**src/design/warn_pkg.sv**
```systemverilog
/*
 * Constants for the low-voltage warning register block: register map,
 * field positions, reset values and widths.
 * Assumes a 32-bit classic Wishbone bus with byte addresses.
 */
package warn_pkg;
    // Bus geometry
    localparam int         ADR_W          = 8;
    localparam int         IDX_W          = ADR_W - 2;
    localparam int         DAT_W          = 32;
    localparam int         SEL_W          = DAT_W / 8;

    // Word indices; byte address is four times the index
    localparam logic [IDX_W-1:0] WARN_IDX     = 6'h01;
    localparam logic [IDX_W-1:0] IRQ_STAT_IDX = 6'h02;
    localparam logic [IDX_W-1:0] IRQ_CLR_IDX  = 6'h03;
    localparam logic [IDX_W-1:0] IRQ_EN_IDX   = 6'h04;

    // Warning register fields
    localparam int         FLAG_BIT       = 7;
    localparam int         ACK_BIT        = 6;
    localparam int         IE_BIT         = 5;
    localparam int         SEL_LSB        = 0;
    localparam int         TRIP_W         = 2;
    localparam int         REG_W          = 8;

    // Reset values
    localparam logic              FLAG_RST  = 1'b0;
    localparam logic              IE_RST    = 1'b0;
    localparam logic [TRIP_W-1:0] TRIP_RST  = 2'h0;

    // Interrupt status layout
    localparam int         EVT_W          = 2;
    localparam int         EVT_WARN       = 0;
    localparam int         EVT_PRIV       = 1;
    localparam logic [EVT_W-1:0] EVT_RST  = 2'h0;
endpackage

```
**src/design/reg_access_if.sv**
```systemverilog
/*
 * Decoded register access passed from the bus front end to the register bank.
 * Assumes both ends share one clock.
 */
interface reg_access_if;
    import warn_pkg::*;
    logic                req;
    logic                we;
    logic                supervisor;
    logic [IDX_W-1:0]    idx;
    logic [SEL_W-1:0]    sel;
    logic [DAT_W-1:0]    wdata;
    logic [DAT_W-1:0]    rdata;
    logic                refuse;

    modport front (output req, we, supervisor, idx, sel, wdata, input rdata, refuse);
    modport bank  (input req, we, supervisor, idx, sel, wdata, output rdata, refuse);
endinterface

```
**src/design/low_voltage_warning_regs.sv**
```systemverilog
/*
 * Low-voltage warning status and control register with its interrupt logic,
 * behind a classic Wishbone slave.
 * Assumes rst_b is the power-on reset, chip_reset and deep_stop_recovery come
 * from the reset controller on clk, and supply_below_warn is an asynchronous
 * comparator level from the analog supply monitor.
 */
// Implementation choice: the Wishbone register port.
module low_voltage_warning_regs (
    input  wire logic                        clk,
    input  wire logic                        rst_b,
    input  wire logic                        chip_reset,
    input  wire logic                        deep_stop_recovery,
    input  wire logic                        low_power_mode,
    input  wire logic                        supply_below_warn,
    input  wire logic [warn_pkg::TRIP_W-1:0] detect_trip_select,
    input  wire logic                        wb_cyc_i,
    input  wire logic                        wb_stb_i,
    input  wire logic                        wb_we_i,
    input  wire logic [warn_pkg::ADR_W-1:0]  wb_adr_i,
    input  wire logic [warn_pkg::SEL_W-1:0]  wb_sel_i,
    input  wire logic [warn_pkg::DAT_W-1:0]  wb_dat_i,
    input  wire logic                        wb_tga_i,
    output logic      [warn_pkg::DAT_W-1:0]  wb_dat_o,
    output logic                             wb_ack_o,
    output logic                             wb_err_o,
    output logic      [warn_pkg::TRIP_W-1:0] warn_trip_select,
    output logic      [warn_pkg::TRIP_W:0]   warn_threshold,
    output logic                             monitor_enable,
    output logic                             warn_irq,
    output logic                             irq
);
    import warn_pkg::*;

    reg_access_if acc ();

    logic                below_s;
    logic                below_prev_q;
    logic                warn_event;
    logic                soft_reset;
    logic                wr_ok;
    logic                wr_blocked;
    logic                wr_warn;
    logic                warn_event_flag_q;
    logic                warn_irq_enable_q;
    logic [TRIP_W-1:0]   trip_q;
    logic [EVT_W-1:0]    evt_status_q;
    logic [EVT_W-1:0]    evt_enable_q;
    logic [EVT_W-1:0]    evt_set;
    logic [EVT_W-1:0]    evt_clr;
    logic [REG_W-1:0]    warn_reg_rd;

    wb_front u_front (
        .clk      (clk),
        .rst_b    (rst_b),
        .wb_cyc_i (wb_cyc_i),
        .wb_stb_i (wb_stb_i),
        .wb_we_i  (wb_we_i),
        .wb_adr_i (wb_adr_i),
        .wb_sel_i (wb_sel_i),
        .wb_dat_i (wb_dat_i),
        .wb_tga_i (wb_tga_i),
        .wb_dat_o (wb_dat_o),
        .wb_ack_o (wb_ack_o),
        .wb_err_o (wb_err_o),
        .acc      (acc)
    );

    sync_2ff #(.W(1)) u_below_sync (
        .clk      (clk),
        .rst_b    (rst_b),
        .async_in (supply_below_warn),
        .sync_out (below_s)
    );

    // Chip reset that is not a deep-stop recovery
    assign soft_reset = chip_reset & ~deep_stop_recovery;

    // Monitor is off in low-power modes whatever the register says
    assign monitor_enable = ~low_power_mode;

    // Previous sample starts at zero after power-on reset and soft_reset, so a supply that is
    // already low when reset ends still produces one event
    always_ff @(posedge clk or negedge rst_b) begin
        if (!rst_b) begin
            below_prev_q <= 1'b0;
        end else if (soft_reset || low_power_mode) begin
            below_prev_q <= 1'b0;
        end else begin
            below_prev_q <= below_s;
        end
    end

    assign warn_event = below_s & ~below_prev_q & ~low_power_mode;

    // User-mode writes are refused with err and only set the privilege event status bit
    assign acc.refuse = acc.we & ~acc.supervisor;
    assign wr_ok      = acc.req & acc.we & acc.supervisor;
    assign wr_blocked = acc.req & acc.refuse;
    assign wr_warn    = wr_ok & (acc.idx == WARN_IDX) & acc.sel[0];

    // Flag: only hardware sets it, the acknowledge bit clears it, set wins
    always_ff @(posedge clk or negedge rst_b) begin
        if (!rst_b) begin
            warn_event_flag_q <= FLAG_RST;
        end else if (soft_reset) begin
            warn_event_flag_q <= FLAG_RST;
        end else if (warn_event) begin
            warn_event_flag_q <= 1'b1;
        end else if (wr_warn && acc.wdata[ACK_BIT]) begin
            warn_event_flag_q <= 1'b0;
        end
    end

    always_ff @(posedge clk or negedge rst_b) begin
        if (!rst_b) begin
            warn_irq_enable_q <= IE_RST;
        end else if (soft_reset) begin
            warn_irq_enable_q <= IE_RST;
        end else if (wr_warn) begin
            warn_irq_enable_q <= acc.wdata[IE_BIT];
        end
    end

    // Trip select survives every reset except power-on
    always_ff @(posedge clk or negedge rst_b) begin
        if (!rst_b) begin
            trip_q <= TRIP_RST;
        end else if (wr_warn) begin
            trip_q <= acc.wdata[SEL_LSB +: TRIP_W];
        end
    end

    assign warn_trip_select = trip_q;
    // Detect select codes above one are reserved, so its low bit suffices
    assign warn_threshold   = {detect_trip_select[0], trip_q};
    assign warn_irq         = warn_event_flag_q & warn_irq_enable_q;

    // Sticky event status for the summary interrupt
    assign evt_set[EVT_WARN] = warn_event;
    assign evt_set[EVT_PRIV] = wr_blocked;
    assign evt_clr = (wr_ok && acc.idx == IRQ_CLR_IDX && acc.sel[0])
                     ? acc.wdata[EVT_W-1:0] : '0;

    always_ff @(posedge clk or negedge rst_b) begin
        if (!rst_b) begin
            evt_status_q <= EVT_RST;
        end else if (soft_reset) begin
            evt_status_q <= EVT_RST;
        end else begin
            evt_status_q <= (evt_status_q & ~evt_clr) | evt_set;
        end
    end

    always_ff @(posedge clk or negedge rst_b) begin
        if (!rst_b) begin
            evt_enable_q <= EVT_RST;
        end else if (soft_reset) begin
            evt_enable_q <= EVT_RST;
        end else if (wr_ok && acc.idx == IRQ_EN_IDX && acc.sel[0]) begin
            evt_enable_q <= acc.wdata[EVT_W-1:0];
        end
    end

    assign irq = |(evt_status_q & evt_enable_q);

    // Acknowledge and reserved bits always read as zero
    always_comb begin
        warn_reg_rd            = '0;
        warn_reg_rd[FLAG_BIT]  = warn_event_flag_q;
        warn_reg_rd[IE_BIT]    = warn_irq_enable_q;
        warn_reg_rd[SEL_LSB +: TRIP_W] = trip_q;
    end

    always_comb begin
        acc.rdata = '0;
        case (acc.idx)
            WARN_IDX:     acc.rdata[REG_W-1:0] = warn_reg_rd;
            IRQ_STAT_IDX: acc.rdata[EVT_W-1:0] = evt_status_q;
            IRQ_EN_IDX:   acc.rdata[EVT_W-1:0] = evt_enable_q;
            default:      acc.rdata = '0;
        endcase
    end
endmodule

```
**src/design/sync_2ff.sv**
```systemverilog
/*
 * Two-flop synchroniser for levels arriving from outside the clock domain.
 * Assumes the source level is stable for at least two clock cycles.
 */
module sync_2ff #(
    parameter int W = 1
) (
    input  wire logic         clk,
    input  wire logic         rst_b,
    input  wire logic [W-1:0] async_in,
    output logic      [W-1:0] sync_out
);
    logic [W-1:0] meta_q;

    always_ff @(posedge clk or negedge rst_b) begin
        if (!rst_b) begin
            meta_q   <= '0;
            sync_out <= '0;
        end else begin
            meta_q   <= async_in;
            sync_out <= meta_q;
        end
    end
endmodule

```
**src/design/wb_front.sv**
```systemverilog
/*
 * Classic Wishbone slave front end: turns a bus cycle into one request pulse
 * and answers with ack or err one cycle later.
 * Assumes the master holds its request until it sees ack or err.
 */
module wb_front (
    input  wire logic                       clk,
    input  wire logic                       rst_b,
    input  wire logic                       wb_cyc_i,
    input  wire logic                       wb_stb_i,
    input  wire logic                       wb_we_i,
    input  wire logic [warn_pkg::ADR_W-1:0] wb_adr_i,
    input  wire logic [warn_pkg::SEL_W-1:0] wb_sel_i,
    input  wire logic [warn_pkg::DAT_W-1:0] wb_dat_i,
    input  wire logic                       wb_tga_i,
    output logic      [warn_pkg::DAT_W-1:0] wb_dat_o,
    output logic                            wb_ack_o,
    output logic                            wb_err_o,
    reg_access_if.front                     acc
);
    import warn_pkg::*;

    // Answer flops block a second request while the master still holds stb
    assign acc.req        = wb_cyc_i & wb_stb_i & ~wb_ack_o & ~wb_err_o;
    assign acc.we         = wb_we_i;
    assign acc.supervisor = wb_tga_i;
    assign acc.idx        = wb_adr_i[ADR_W-1:2];
    assign acc.sel        = wb_sel_i;
    assign acc.wdata      = wb_dat_i;

    always_ff @(posedge clk or negedge rst_b) begin
        if (!rst_b) begin
            wb_ack_o <= 1'b0;
            wb_err_o <= 1'b0;
        end else begin
            wb_ack_o <= acc.req & ~acc.refuse;
            wb_err_o <= acc.req & acc.refuse;
        end
    end

    always_ff @(posedge clk or negedge rst_b) begin
        if (!rst_b) begin
            wb_dat_o <= '0;
        end else if (acc.req) begin
            wb_dat_o <= acc.we ? '0 : acc.rdata;
        end
    end
endmodule

```
**config.mk**
```make
export PLATFORM = sky130hd
export DESIGN_NAME = low_voltage_warning_regs
export DESIGN_NICKNAME = d
export VERILOG_FILES = /design/src/design/warn_pkg.sv /design/src/design/reg_access_if.sv /design/src/design/low_voltage_warning_regs.sv /design/src/design/sync_2ff.sv /design/src/design/wb_front.sv
export SDC_FILE = /design/constraint.sdc
export NUM_CORES = 1
export LEC_CHECK = 0
export BUFFER_PORTS_ARGS = -buffer_cell sky130_fd_sc_hd__buf_2
export CORE_MARGIN = 2
export CORE_UTILIZATION = 40
export CTS_CLUSTER_SIZE = 28
export DETAILED_ROUTE_END_ITERATION = 12
export PLACE_DENSITY = 0.95
export SYNTH_ARGS = -nofsm -noshare
export SYNTH_HDL_FRONTEND = slang
export SYNTH_SLANG_ARGS = --single-unit
```
**constraint.sdc**
```tcl
create_clock -name clk -period 2.4 [get_ports clk]
set_input_delay 0 -clock clk [delete_from_list [all_inputs] [get_ports clk]]
set_output_delay 0 -clock clk [all_outputs]
set_load 0.1 [all_outputs]
```
==> impl_metrics.ini <==
[run_status]
outcome = completed

[synth]
ys_types = 33
ys.flop_type = dfrtp_1
yosys_warnings = 0
synth.area.top_cells = dfrtp_1 (39%), buf_4 (22%), nand3_1 (3.2%)
avgSynthCellArea_um2 = 9.57
yosys.area.top_type = dfrtp_1
netlist_area_um2 = 1080
ys_seq_elements = 17
synth.most_common_cell = buf_4
synth_top_area_share_pct = 39.4
syn-instance-count = 113
synth-async-reset-ratio_pct = 100
ys_seq_area_share_pct = 39.4
synth_edf_count = 0
synth_common_cells = buf_4 (31), dfrtp_1 (17), nand3_1 (7), nand2_1 (6), inv_1 (5)

[layout]
drive_above_1_share_pct = 27.9
multiInputGateArea_um2 = 497
syn_to_final_growth_pct = 17.2
final_nets = 211
fillers = 262
antennaDiodeCount = 0
seq_area_um2 = 425

[pwr]
p_int_w = 0.000398
p_seq_share_pct = 40.6
p_total_w = 0.000744
power_switching_w = 0.000346
p_clk_share_pct = 20.5
p_per_area_nw_per_um2 = 587
power_leakage_nw = 0.674
p_sw_share_pct = 46.5
p_comb_share_pct = 38.8
vdd_drop_max_mv = 0.332

[global_routing]
grt_max_degree = 18
grt_antenna_before_repair = 0
track_usage_pct = 14.5
grt_pass1_wl_um = 3540
grt_pass1_vias = 847
grt_overflow = 0

[setup_path]
critPathRequiredTime_ns = 2.60
arrival_ns = 1.94
crit_type = flop to flop
cp_max_fo = 8
start_kind = flop
endpoint_kind = flop

[die]
initial_core_util_pct = 42.9
die_width_um = 56.0
fp.dieH_um = 56.0
fp.dieArea_um2 = 3130
io_pins = 98
rows = 18
coreArea_um2 = 2520

[timing]
tns_ns = 0
relSlewSlack_pct = 60.6
final.min_clock_period_ns = 1.74
rsz0062_at_grt = no
max_freq_ghz = 0.575
fin_skew_ns = 0.0157
tightestPinTransition_ns = 0.587
slew_violations = 0
post-route-period-util_pct = 72.5
finalHoldViolCount = 0
setup_viol = 0

[clock_tree]
cts_resized = 0
clk_pin_slew_ns = 0.10
tritoncts = yes
clock_sinks = 17
clock_latency_ns = 0.30
cts_root_buf = clkbuf_4
cts_max_level = 1
cts_buffer_depth = 2
cts_inserted_buffers = 3

[hold_path]
hold_class = input pin to output port

[drt]
drc = 0
drt_iter0_drc = 21
dr_total_vias = 878
wl_per_cell_um = 11.8
wl_um = 2160
ant_nets = 0
firstDrtPassIters = 4
avgViaCountPerCell = 4.77

[place]
dp_hpwl_um = 1670
port-buffer-count = 33
gp_congestion = 0.921

[job]
cap_violations = 0
[placed cells by master (no fill, tap or decap), types with 2 or more instances in the layout]
cell / instances
nor2b_1: 3
clkbuf_4: 3
nor2_1: 4
mux2_2: 2
dfrtp_1: 17
nand2_1: 6
a22oi_1: 2
o21ai_0: 4
and3_1: 3
inv_1: 5
mux2i_1: 3
buf_2: 33
dlygate4sd3_1: 9
nand3_1: 7
a21oi_1: 4
conb_1: 28
nor3b_1: 2
nor3_1: 2
[stage by stage]
stage | std cells | area (um^2) | hold WS, ns | setup slack (ns) | utilization [%]
after global routing | 184 | 1270 | 0.000594 | 0.557 | 50.2
after detailed placement | 171 | 1150 | -0.0605 | 0.721 | 45.6
final | 184 | 1270 | 0.000886 | 0.660 | 50.2
after floorplan | 140 | 1180 | -0.296 | 0.292 | -
after global placement | 171 | 1150 | -0.0642 | 0.755 | 45.6
after CTS | 184 | 1270 | 0.000739 | 0.685 | 50.2
[cells by family after synthesis]
group / after synthesis / share of synthesized area, %
buf+inv: 38 / 24.1
mux: 5 / 4.86
other cells: 1 / 0.347
flops: 17 / 39.4
compound gates: 15 / 8.91
simple gates: 37 / 22.5
[layer usage]
metal  vias up  share of wire [%]  track usage, %  wire [um]
li1        414                  -               -          -
met1       416                 39            15.5        846
met4         0                1.6            6.12         35
met5         -                  0               0          0
met2        44                 51            26.1       1100
met3         4                8.6            4.42        186
[path summary, 6_finish.rpt]
kind / slack [ns] / cells past startpoint / start / end
min: 0.0009 / 0 / detect_trip_select[0] / warn_threshold[2]
max reg2reg: 0.66 / 5 / u_front.wb_err_o / u_front.wb_dat_o[0]
max in group asynchronous: 1.97 / 2 / rst_b / u_front.wb_dat_o[0]
min in group asynchronous: 0.14 / 2 / rst_b / u_front.wb_dat_o[7]
min reg2reg: 0.35 / 0 / u_below_sync.meta_q / u_below_sync.sync_out
max: 0.66 / 5 / u_front.wb_err_o / u_front.wb_dat_o[0]
[power by group through the flow]
stage | Sequential (W) | Clock, W | Combinational, W
6_report | 0.000302 | 0.000153 | 0.000289
5_1_grt | 0.000304 | 0.000171 | 0.000300
4_1_cts | 0.000302 | 0.000159 | 0.000288
3_5_place_dp | 0.000308 | 0 | 0.000276
3_3_place_gp | 0.000307 | 0 | 0.000274
2_1_floorplan | 0.000320 | 0 | 0.000271
[area by class of cell]
cell class,instances,area share (%)
multi-input combinational,85,39.2
sequential,17,33.6
timing repair buffer,43,20.7
tap,30,2.96
clock buffer,4,2.07
inverter,5,1.48
[worst max-delay path: stages, from the launching register on]
cell	delay (ns)
dfrtp_1	0.41
nand4bb_1	0.32
buf_4	0.24
nor3_1	0.20
o311ai_0	0.23
a22oi_1	0.23
[timing repair]
action | in CTS | in global routing
endpoints found under the hold margin | 25 | 0
buffers inserted | 0 | 0
hold buffers | 9 | 0
[sequential cells by signal, indices dropped and copies added (netlist names)]
| signal | cells |
|---|---|
| u_below_sync.sync_out | 1 |
| u_front.wb_dat_o | 4 |
| warn_event_flag_q | 1 |
| evt_enable_q | 2 |
| evt_status_q | 2 |
| below_prev_q | 1 |
| u_front.wb_ack_o | 1 |
| u_front.wb_err_o | 1 |
| warn_trip_select | 2 |
| u_below_sync.meta_q | 1 |
| warn_irq_enable_q | 1 |
Power figures use the tool's default switching activity.
